File: src/pkg/slc_cfg.svh
// Constants for the serial link command port: offsets, fields, reset values, timing.
`ifndef SLC_CFG_SVH
`define SLC_CFG_SVH
`define SLC_ADR_CMD       4'h0
`define SLC_ADR_DATA      4'h4
`define SLC_ADR_CHSTAT    4'h8
`define SLC_ADR_PARAM0    4'hc
`define SLC_BIT_IGNORE    31
`define SLC_BIT_WRITE     15
`define SLC_BIT_ROM       14
`define SLC_BIT_REQ       13
`define SLC_BIT_XFER      12
`define SLC_BIT_START     11
`define SLC_CMD_STOPALL   16'h0800
`define SLC_CMD_RESET     16'h0000
`define SLC_DATA_RESET    8'h00
`define SLC_PARAM_COUNT   8
`define SLC_EXEC_NS       800
`define SLC_CLK_NS        100
`define SLC_EXEC_CYC      ((`SLC_EXEC_NS + `SLC_CLK_NS - 1) / `SLC_CLK_NS)
`endif

File: src/pkg/slc_pkg.sv
// Types shared by the serial link command port.
package slc_pkg;
  typedef enum logic [2:0] {
    SLC_IDLE  = 3'b000,
    SLC_EXEC  = 3'b001,
    SLC_DONE  = 3'b010
  } slc_state_t;
  typedef enum logic [2:0] {
    SLC_OP_NONE    = 3'b000,
    SLC_OP_STOP    = 3'b001,
    SLC_OP_START   = 3'b010,
    SLC_OP_SETUP   = 3'b011,
    SLC_OP_XFER    = 3'b100,
    SLC_OP_LREAD   = 3'b101,
    SLC_OP_LWRITE  = 3'b110,
    SLC_OP_ROM     = 3'b111
  } slc_op_t;
endpackage : slc_pkg

File: src/verilog/slc_decode.sv
// Command word decoder: turns a 16-bit command into one operation code.
`timescale 1ns/1ps
`default_nettype none
`include "slc_cfg.svh"
module slc_decode (
  // Command in.
  input  wire logic [15:0]     cmd_i,
  // Decoded operation.
  output slc_pkg::slc_op_t     op_o
);
  // Reset/ROM wins, then the start/stop group, transfer, then parameter access.
  always_comb begin
    op_o = slc_pkg::SLC_OP_NONE;
    if (cmd_i[`SLC_BIT_ROM]) begin
      op_o = slc_pkg::SLC_OP_ROM;
    end else if (cmd_i[`SLC_BIT_START]) begin
      case (cmd_i[10:8])
        3'b000:  op_o = slc_pkg::SLC_OP_STOP;
        3'b001:  op_o = slc_pkg::SLC_OP_START;
        3'b111:  op_o = slc_pkg::SLC_OP_SETUP;
        default: op_o = slc_pkg::SLC_OP_NONE;
      endcase
    end else if (cmd_i[`SLC_BIT_XFER]) begin
      op_o = slc_pkg::SLC_OP_XFER;
    end else if (cmd_i[`SLC_BIT_REQ]) begin
      op_o = cmd_i[`SLC_BIT_WRITE] ? slc_pkg::SLC_OP_LWRITE : slc_pkg::SLC_OP_LREAD;
    end
  end
endmodule : slc_decode
`default_nettype wire

File: src/verilog/slc_port.sv
// Serial link command port: Wishbone command and data registers with a command sequencer.
// Summary of operation
// - Command register is 16 bits, low end of a 32-bit word; upper bits read zero.
// - Bit 15 marks a parameter write instead of a read.
// - Bit 14 holds the link processor in reset or opens program memory.
// - Bit 13 flags parameter access for every local read or write.
// - Bit 12 runs a data transfer on the masked channels.
// - With bit 11, type 000 stops, 001 starts normal, 111 starts setup.
// - Each set mask bit makes that channel join start, stop or transfer.
// - Writing the command register launches the command by itself.
// - Finishing any command clears the command register to zero.
// - While executing, the command register reads back the written value.
// - Stop-all is accepted any time, even pending, and resets the interface.
// - Writes with bit 31 set are discarded, at any time; here only command writes with sel_i[3] set are, not data writes.
// - Eight-bit data register, low byte of a 32-bit word, reaches parameters.
// - After the register reads zero, the data register holds the parameter byte.
// - Stop-all value 0x0800 resets all channel variables; here it clears active, processor reset and data, not the parameter bytes.
// - After a start, data holds a mask of channels that failed to start.
//
// Local design decisions: the Wishbone interface to the registers and the register offsets.
`timescale 1ns/1ps
`default_nettype none
`include "slc_cfg.svh"
module slc_port (
  // Clock and reset.
  input  wire logic        clk_i,
  input  wire logic        rst_i,
  // Wishbone slave.
  input  wire logic        cyc_i,
  input  wire logic        stb_i,
  input  wire logic        we_i,
  input  wire logic [3:0]  adr_i,
  input  wire logic [3:0]  sel_i,
  input  wire logic [31:0] dat_i,
  output logic [31:0]      dat_o,
  output logic             ack_o,
  // Link side: channel presence from the serial lines, sampled here.
  input  wire logic [7:0]  chan_present_i,
  // Link control outputs.
  output logic             proc_reset_o,
  output logic [7:0]       chan_active_o,
  output logic [7:0]       xfer_strobe_o,
  output logic             busy_o
);
  // Whole module state in one record.
  typedef struct packed {
    logic [15:0]          cmd;
    logic [7:0]           data;
    logic [7:0]           active;
    logic [7:0]           xfer;
    logic                 rom;
    logic                 ack;
    logic [31:0]          rdat;
    slc_pkg::slc_state_t  state;
    slc_pkg::slc_op_t     op;
    logic [3:0]           cnt;
    logic [7:0]           pres_meta;
    logic [7:0]           pres;
    // Packed so that the parameter bytes can live inside the packed state record.
    logic [`SLC_PARAM_COUNT-1:0][7:0] params;
  } slc_state_rec_t;

  slc_state_rec_t     st_reg;
  slc_state_rec_t     st_next;
  slc_pkg::slc_op_t   wr_op;
  slc_pkg::slc_op_t   cur_op;
  logic               req;
  logic               wr_cmd;
  logic               wr_data;
  logic [2:0]         pidx;

  localparam logic [3:0] EXEC_CYC = 4'(`SLC_EXEC_CYC);

  // Decode of the incoming write value and of the stored command.
  slc_decode u_dec_wr (
    .cmd_i (dat_i[15:0]),
    .op_o  (wr_op)
  );
  slc_decode u_dec_cur (
    .cmd_i (st_reg.cmd),
    .op_o  (cur_op)
  );

  // A request is answered one cycle after it is taken; ack drops the cycle after.
  assign req     = cyc_i && stb_i && !st_reg.ack;
  assign wr_cmd  = req && we_i && (adr_i == `SLC_ADR_CMD) && sel_i[0] && sel_i[1]
                   && !(sel_i[3] && dat_i[`SLC_BIT_IGNORE]);
  assign wr_data = req && we_i && (adr_i == `SLC_ADR_DATA) && sel_i[0];
  assign pidx    = st_reg.cmd[2:0];

  always_comb begin
    st_next = st_reg;
    st_next.ack = req;
    // Two-flop sampling of the channel presence lines; only pres is read.
    st_next.pres_meta = chan_present_i;
    st_next.pres      = st_reg.pres_meta;
    st_next.xfer      = 8'h00;
    // Read path: upper bits read as zero.
    st_next.rdat = 32'h0000_0000;
    if (req && !we_i) begin
      case (adr_i)
        `SLC_ADR_CMD:    st_next.rdat = {16'h0000, st_reg.cmd};
        `SLC_ADR_DATA:   st_next.rdat = {24'h000000, st_reg.data};
        `SLC_ADR_CHSTAT: st_next.rdat = {24'h000000, st_reg.active};
        default:         st_next.rdat = 32'h0000_0000;
      endcase
    end
    if (wr_data) begin
      st_next.data = dat_i[7:0];
    end
    // Sequencer: execution starts on the write itself.
    case (st_reg.state)
      slc_pkg::SLC_IDLE: begin
        st_next.cnt = 4'h0;
      end
      slc_pkg::SLC_EXEC: begin
        st_next.cnt = st_reg.cnt + 4'h1;
        if (st_reg.cnt == EXEC_CYC - 4'h1) begin
          st_next.state = slc_pkg::SLC_DONE;
        end
      end
      slc_pkg::SLC_DONE: begin
        // Apply the command effect, then report completion.
        case (cur_op)
          slc_pkg::SLC_OP_STOP: begin
            st_next.active = st_reg.active & ~st_reg.cmd[7:0];
          end
          slc_pkg::SLC_OP_START, slc_pkg::SLC_OP_SETUP: begin
            st_next.active = st_reg.active | (st_reg.cmd[7:0] & st_reg.pres);
            st_next.data   = st_reg.cmd[7:0] & ~st_reg.pres;
          end
          slc_pkg::SLC_OP_XFER: begin
            st_next.xfer = st_reg.cmd[7:0] & st_reg.active;
            st_next.data = st_reg.cmd[7:0] & ~st_reg.active;
          end
          slc_pkg::SLC_OP_LREAD: begin
            st_next.data = st_reg.params[pidx];
          end
          slc_pkg::SLC_OP_LWRITE: begin
            st_next.params[pidx] = st_reg.data;
          end
          slc_pkg::SLC_OP_ROM: begin
            st_next.rom = 1'b1;
          end
          default: begin
          end
        endcase
        st_next.cmd   = `SLC_CMD_RESET;
        st_next.state = slc_pkg::SLC_IDLE;
      end
      default: begin
        st_next.state = slc_pkg::SLC_IDLE;
      end
    endcase
    // A command write launches execution; stop-all is taken even while busy.
    if (wr_cmd) begin
      if (dat_i[15:0] == `SLC_CMD_STOPALL) begin
        st_next.cmd    = dat_i[15:0];
        st_next.active = 8'h00;
        st_next.rom    = 1'b0;
        st_next.data   = `SLC_DATA_RESET;
        st_next.cnt    = 4'h0;
        st_next.state  = slc_pkg::SLC_EXEC;
      end else if (st_reg.state == slc_pkg::SLC_IDLE) begin
        // A write while busy is undefined for the host; it is dropped here.
        st_next.cmd   = dat_i[15:0];
        st_next.cnt   = 4'h0;
        st_next.state = slc_pkg::SLC_EXEC;
        if (wr_op == slc_pkg::SLC_OP_NONE) begin
          st_next.cmd = dat_i[15:0];
        end
        if (wr_op != slc_pkg::SLC_OP_ROM) begin
          st_next.rom = 1'b0;
        end
      end
    end
  end

  // Register the whole state; reset loads constants only.
  always_ff @(posedge clk_i) begin
    if (rst_i) begin
      st_reg.cmd       <= `SLC_CMD_RESET;
      st_reg.data      <= `SLC_DATA_RESET;
      st_reg.active    <= 8'h00;
      st_reg.xfer      <= 8'h00;
      st_reg.rom       <= 1'b0;
      st_reg.ack       <= 1'b0;
      st_reg.rdat      <= 32'h0000_0000;
      st_reg.state     <= slc_pkg::SLC_IDLE;
      st_reg.op        <= slc_pkg::SLC_OP_NONE;
      st_reg.cnt       <= 4'h0;
      st_reg.pres_meta <= 8'h00;
      st_reg.pres      <= 8'h00;
      for (int i = 0; i < `SLC_PARAM_COUNT; i++) begin
        st_reg.params[i] <= 8'h00;
      end
    end else begin
      st_reg <= st_next;
    end
  end

  // Outputs come straight from the state record.
  assign dat_o         = st_reg.rdat;
  assign ack_o         = st_reg.ack;
  assign proc_reset_o  = st_reg.rom;
  assign chan_active_o = st_reg.active;
  assign xfer_strobe_o = st_reg.xfer;
  assign busy_o        = (st_reg.state != slc_pkg::SLC_IDLE);
endmodule : slc_port
`default_nettype wire
File: config.mk
export PLATFORM = sky130hd
export DESIGN_NAME = slc_port
export DESIGN_NICKNAME = d
export VERILOG_FILES = /design/src/pkg/slc_pkg.sv /design/src/verilog/slc_decode.sv /design/src/verilog/slc_port.sv
export VERILOG_INCLUDE_DIRS = /design/src /design/src/pkg
export SDC_FILE = /design/constraint.sdc
export NUM_CORES = 1
export LEC_CHECK = 0
export BUFFER_PORTS_ARGS = -buffer_cell sky130_fd_sc_hd__buf_2
export CAP_MARGIN = 20
export CORE_UTILIZATION = 50
export DETAILED_ROUTE_END_ITERATION = 8
export PLACE_DENSITY_LB_ADDON = 0.3
export SLEW_MARGIN = 30
export SYNTH_ARGS = -nofsm -noshare
export SYNTH_HDL_FRONTEND = slang
export SYNTH_SLANG_ARGS = --single-unit
File: constraint.sdc
create_clock -name clk_i -period 3.02 [get_ports clk_i]
set_input_delay 0.604 -clock clk_i [delete_from_list [all_inputs] [get_ports clk_i]]
set_output_delay 0.604 -clock clk_i [all_outputs]
set_load 0.01 [all_outputs]
Word-level counts from Yosys, hierarchy flattened. Index checks and enable logic that the tools add are counted.

Register bits after elaboration: 161. Output and inout port bits: 51. Word-level logic and storage cells: 117.

Add/subtract/negate cells: 1. Order comparisons: 2. Equality and inequality tests: 18. Muxes and demuxes: 41. Bitwise logic cells: 12. Reduce and logical (&&, ||, !) cells: 24.

Operator list (number): 64-bit bitwise mux (1); 16-bit two-way mux (3); 16-bit case mux with 3 select lines (1); 41-bit two-way mux (1); 8-bit bitwise AND (5); 3-bit two-way mux (12); 32-bit two-way mux (1); 8-bit two-way mux (4); 8-bit binary-select mux with 3-bit select (1); 8-bit demux with 3-bit select (1); 8-bit inverter (3); 8-bit case mux with 3 select lines (1); 3-bit == test (second input constant) (6); 16-bit by 12-bit == test with 1-bit output (second input constant) (1); 8-bit case mux with 2 select lines (1); 3-bit by 1-bit == test with 1-bit output (second input constant) (4); 1-bit logical AND (12); 4-bit two-way mux (3); 2-bit case mux with 3 select lines (2); 3-bit by 2-bit == test with 1-bit output (second input constant) (3); 3-bit zero test (3); 4-bit by 3-bit == test with 1-bit output (second input constant) (2); 8-bit bitwise OR (1); 4-bit case mux with 2 select lines (1); other kinds (15) (25).

Logic depth before layout (Yosys ltp). Gate-level depths: netlist of the first run.

Word-level depth: 13. Gate-level depth with buffers: 7. Mapped depth without buffers: 5.

Hierarchy. A second synthesis of the first run with hierarchy kept.

Cells, all modules: 673. Area, all modules: 6806.5 µm².

By module, submodules not included: slc_port (times used 1, cells each 651, area an instance 6653.9 µm², sequential area each 2902.8 µm²); slc_decode (times used 2, cells each 11, area an instance 76.3 µm², sequential area each 0.0 µm²).

Least setup slack after synthesis of the first run. OpenSTA, ideal clock, no wires.

Path type: input -> register. Start: in adr_i[2]. End: reg st_reg (netlist bit pidx[0]). Setup time: 0.117 ns. Data arrival time: 2.155 ns. Data required time: 2.903 ns. Path slack: 0.748 ns. Cell stages on the path: 6. Path through: or4_1 > nor4_2 > o21a_1 > nor3_1 > buf_2 > a22o_1.

Longest elaborated chain between the ends: 6.

RTL lines: from (decl) (line slc_port.sv:32) `input wire logic [3:0] adr_i,`; 4-bit zero test; 1-bit logical AND (4 in a row) (line slc_port.sv:86) `` assign wr_cmd = req && we_i && (adr_i == `SLC_ADR_CMD) && sel_i[0] && sel_i[1] ``; 32-bit two-way mux (line slc_port.sv:156) `if (wr_cmd) begin`; to (signal assigned) (line slc_port.sv:198) `st_reg <= st_next;`; to (decl) (line slc_port.sv:63) `slc_state_rec_t st_reg;`.

Every way passes these cells. A chain may end at the register's enable or synchronous reset.

Worst setup path after layout of the first run.
Start: reg st_reg[159] in the netlist's numbering. End: reg st_reg[7] in the netlist's numbering.

Longest elaborated chain between the ends: 4.

RTL lines: 3-bit two-way mux (line slc_decode.sv:16) `` end else if (cmd_i[`SLC_BIT_START]) begin ``; 3-bit two-way mux (line slc_decode.sv:14) `` if (cmd_i[`SLC_BIT_ROM]) begin ``; 3-bit == test (line slc_port.sv:124) `case (cur_op)`; 2-bit AND reduction (no line).

Every way passes these cells.

==> out/metrics.cfg, run 1 <==
[global_routing]
grt_usage_pct=23.7
grt_pass1_vias=4729
overflow=0
grt_max_degree=90
antenna_found_initial=0
grt_pass1_wl_um=24200

[timing]
clock.fmax_ghz=0.388
setup_viol=0
maxSlewViolCount=0
max_slew_margin_pct=40.6
fin_skew_ns=0.0122
rsz0062_at_grt=false
min_period_ns=2.57
fin_crit_sh_pct=85.2
finalSetupTns_ns=0
tightest_slew_ns=0.883
setup_slack_ns=0.446
hold_violations=0

[cts]
htree_levels=4
numCtsBuffers=17
path_clk_slew_ns=0.07
cts_hold_buffers=0
cts_root_buffer=clkbuf_16
clock_sinks=145
clock_latency_ns=0.43
clockBufferDepth=2
post_cts_buffers=0
tritoncts=built
cts-resized-gates=0

[synthesis]
netlist.top_cell.by_area=dfxtp_1
synth-edff-count=0
synth_area_um2=6590
synthFlopType=dfxtp_1
yosysWarnings=0
synthTopCellsByArea=dfxtp_1, mux2i_1, nand2b_1
yosysMostFrequentCell=dfxtp_1
ys_types=63
ys_seq_area_share_pct=44.0
synthCells=651
syn_avg_cell_area_um2=10.1
synthDominantCellAreaShare_pct=44.0
async_flop_share_pct=0
synth_commonest_cells=dfxtp_1, mux2i_1, nand2b_1
ys_ff_latch=145

[critical_path]
critPathKind=flip-flop to flip-flop
startpoint_type=flip-flop
slowest_delay_ns=0.63
cp_data_arrival_time_ns=2.92
worstPathRequired_ns=3.36
crit_slowest_cell=and3_1
cp_max_fo=11
worstSetupEndpointType=flip-flop
path_cells=nor4bb_1 > a311oi_2 > nor4b_4 > and3_1 > mux2i_1
regToRegSetupSlack_ns=0.45

[power]
power.leakage_nw=3.15
ir_drop_mv=0.421
power.density_nw_per_um2=561
power_mw=4.14

[finish]
nets=735
largest_register_ffs=100
diodes=0
drive_gt1_share_pct=22.0
area_growth_syn_to_layout_pct=12.0

[floorplanning]
rows=41
core_um2=12700
fp.dieW_um=117
initial_core_util_pct=51.8
die_area_um2=13600
io_pins=104
die_h_um=117

[placed_design]
dp_hpwl_um=10700
pre_cts_slack_ns=0.437
io_buffers=71
gp_congestion=0.851

[routing]
drtIter0Drc=457
viasPerCell=5.75
ant_nets=0
vias=4981
wire_per_inst_um=18.1
drt_pass1_iterations=5
routed_wirelength_um=15600
route.detailed.drc=0

[run]
max-cap-violations=0

[hold_path]
hold_path_class=primary input to flip-flop

[outcome]
run_status=finished, final reports clean

-- critical path: cells and delay by family, from the launching register on --
| family | cells | cell delay (ns) |
|---|---|---|
| simple gates | 3 | 1.65 |
| flops | 1 | 0.41 |
| mux | 1 | 0.28 |
| compound gates | 1 | 0.15 |
-- cells in the final DEF, fill, tap and decap left out, drive strengths merged, types with 5 or more instances in the layout --
cell type	instances
a211oi	14
a21oi	12
a22o	17
a22oi	11
a41oi	8
and2	9
and3	11
buf	84
clkbuf	17
conb	17
dfxtp	145
inv	12
mux2	12
mux2i	82
nand2	13
nand2b	75
nand3	8
nor2	27
nor2b	25
nor3	9
nor4	6
o21ai	5
o22ai	16
-- logic make-up after synthesis --
kind of cell / Yosys count / share of synthesized area (%)
buffers and inverters: 92 / 8.22
muxes: 98 / 15.9
other: 1 / 0.0569
AOI/OAI and AO/OA: 107 / 12.2
and+or+nand+nor: 206 / 19.3
adders and majority gates: 1 / 0.190
DFF: 145 / 44.0
xor gates and xnor gates: 1 / 0.133
-- worst paths after layout --
| check | end | depth (start not counted) | start |
|---|---|---|---|
| worst max-delay path | st_reg[7] | 5 | st_reg[159] |
| worst min-delay path | st_next[67] | 2 | chan_present_i[3] |
| worst max register to register | st_reg[7] | 5 | st_reg[159] |
| worst min register to register | st_reg[68] | 1 | st_next[68] |
-- routing by layer --
layer  wire length (um)  track usage (%)
met1               6760             29.5
met2               7550             38.5
met3                903             6.64
met4                433             10.0
met5                  0                0
-- final cells by class --
class / count / area (um2)
Clock buffer: 17 / 425
Multi-Input combinational cell: 430 / 3210
Sequential cell: 145 / 2900
Timing Repair Buffer: 84 / 453
Inverter: 3 / 11.3
Clock inverter: 15 / 160
Tap cell: 172 / 215
Fill cell: 1118 / 5340
-- where the power goes --
group          total [mW]  internal, mW  switching (mW)
sequential           1.93          1.92         0.00625
clock                2.09          1.17           0.920
combinational       0.114        0.0484          0.0655
total                4.14          3.15           0.991
-- metrics by stage --
step / util (%) / cells / hold slack, ns / area, um2
after global placement: 53.4 / 834 / 0.418 / 6790
after detailed placement: 53.4 / 834 / 0.420 / 6790
after floorplan: - / 667 / 0.414 / 6650
after global routing: 58.0 / 866 / 0.385 / 7380
final: 58.0 / 866 / 0.379 / 7380
after CTS: 58.0 / 866 / 0.373 / 7370
(Power assumes the default switching activity.)
==> run 2: changes to the inputs <==
--- a/config.mk
+++ b/config.mk
@@ -6,6 +6,7 @@
 export SDC_FILE = /design/constraint.sdc
 export NUM_CORES = 1
 export LEC_CHECK = 0
+export ABC_AREA = 1
 export BUFFER_PORTS_ARGS = -buffer_cell sky130_fd_sc_hd__buf_2
 export CAP_MARGIN = 20
 export CORE_UTILIZATION = 50
==> out/metrics.cfg, run 2 <==
[outcome]
run_status=finished, final reports clean

[critical_path]
critPathKind=flip-flop to flip-flop
cp_max_fo=13
path_buf_inv=1
worstPathRequired_ns=3.33
startpoint_type=flip-flop
slowest_delay_ns=0.53
crit_slowest_cell=nor3_4
cp_data_arrival_time_ns=2.64
critPathTopFamily=simple AND/OR/NAND/NOR gates
path_cells=nor2_1 > a21oi_1 > nand2_2 > nor3_4 > buf_4 > nand2_2 > o21ai_1 > a21oi_1
worstSetupEndpointType=flip-flop

[synthesis]
yosysMostFrequentCell=nand2_1
ys_seq_area_share_pct=44.6
synth_commonest_cells=nand2_1, dfxtp_1, a21oi_1
synth_area_um2=6510
ys_ff_latch=145
synthFlopType=dfxtp_1
synthCells=903
async_flop_share_pct=0
netlist.top_cell.by_area=dfxtp_1
synth-edff-count=0
ys_types=30
synthTopCellsByArea=dfxtp_1, nand2_1, a21oi_1
syn_avg_cell_area_um2=7.21
yosysWarnings=0
synthDominantCellAreaShare_pct=44.6

[cts]
cts-resized-gates=0
tritoncts=built
clock_sinks=145
clock_latency_ns=0.42
cts_hold_buffers=0
clockBufferDepth=2
path_clk_slew_ns=0.06
post_cts_buffers=0
cts_root_buffer=clkbuf_16
numCtsBuffers=17
htree_levels=4

[finish]
nets=984
diodes=0
largest_register_ffs=100
drive_gt1_share_pct=12.9
area_growth_syn_to_layout_pct=12.0
layout_commonest_cell=nand2_1
final_cell_mix=nand2_1, dfxtp_1, a21oi_1

[global_routing]
grt_pass1_vias=5253
grt_pass1_wl_um=27500
overflow=0
antenna_found_initial=0
grt_max_degree=78
grt_usage_pct=26.9

[timing]
hold_violations=0
fin_crit_sh_pct=77.1
finalSetupTns_ns=0
rsz0062_at_grt=false
maxSlewViolCount=0
tightest_slew_ns=0.814
min_period_ns=2.33
fin_skew_ns=0.00899
setup_viol=0
clock.fmax_ghz=0.429
max_slew_margin_pct=45.7

[placed_design]
gp_congestion=0.874
dp_hpwl_um=11600
io_buffers=71

[floorplanning]
rows=41
fp.dieW_um=116
die_area_um2=13500
io_pins=104
die_h_um=116
initial_core_util_pct=51.4
core_um2=12700

[routing]
route.detailed.drc=0
wire_per_inst_um=15.4
drtIter0Drc=533
ant_nets=0
vias=6081
routed_wirelength_um=17200
drt_pass1_iterations=5
viasPerCell=5.46

[power]
power_mw=4.15
power.density_nw_per_um2=569
power.leakage_nw=2.85
ir_drop_mv=0.361

[run]
max-cap-violations=0

[hold_path]
hold_path_class=primary input to flip-flop

==> run 2: cell types whose count changed after synthesis, sizes merged, moves of 25 or more <==
cell,delta
a21oi,+85
inv,+83
mux2i,-82
nand2,+157
nand2b,-75
nand3,+63
nand4,+28
nor2,+56
nor2b,-25
o21ai,+45
==> run 2: final timing paths <==
check / cells past startpoint / from / slack (ns) / endpoint
setup / recovery: 8 / st_reg[159] / 0.69 / st_reg[59]
hold / removal: 3 / chan_present_i[5] / 0.38 / st_next[69]
setup reg to reg: 8 / st_reg[159] / 0.69 / st_reg[59]
hold reg to reg: 2 / st_next[67] / 0.40 / st_reg[67]
==> run 2: tightest hold or removal path: cells and delay by family <==
family,cells,cell delay [ns]
buffers and inverters,2,0.10
and+or+nand+nor,1,0.06
==> run 2: cells by family after synthesis <==
group,Yosys count,share of synthesized area (%)
xor+xnor,1,0.135
flops,145,44.6
simple gates,390,26.4
compound gates,183,15.1
buf+inv,182,13.5
fa+ha+maj,1,0.192
other cells,1,0.0576
==> run 2: cell type report <==
type | instances | area [um2]
clock buffers | 19 | 443
clock inverters | 11 | 140
fillers | 1200 | 5380
inverters | 91 | 342
multi-input cells | 592 | 2790
flip-flops and latches | 145 | 2900
well taps | 172 | 215
repair buffers | 83 | 458
==> run 2: power by group <==
group          leakage (nW)  total, mW  switching [mW]  internal, mW
logic                  1.40      0.115          0.0800        0.0348
registers              1.17       1.93         0.00833          1.92
clock network         0.276       2.10           0.795          1.30
==> run 2: per-layer routing <==
| layer | GRT usage, % | share of wire (%) | wire [um] |
|---|---|---|---|
| met1 | 39.5 | 46 | 7950 |
| met2 | 38.5 | 41 | 7090 |
| met3 | 5.76 | 10 | 1740 |
| met4 | 10.1 | 2.2 | 374 |
| met5 | 0 | 0 | 0 |
==> run 2: through the flow <==
stage | utilization [%] | setup WS, ns | cells | hold slack (ns) | cell area, um2
2_1_floorplan | - | 1.01 | 919 | 0.388 | 6570
3_3_place_gp | 52.9 | 0.479 | 1083 | 0.391 | 6700
3_5_place_dp | 52.9 | 0.452 | 1083 | 0.392 | 6700
4_1_cts | 57.5 | 0.716 | 1113 | 0.372 | 7290
5_1_grt | 57.5 | 0.489 | 1113 | 0.377 | 7290
6_report | 57.5 | 0.692 | 1113 | 0.378 | 7290
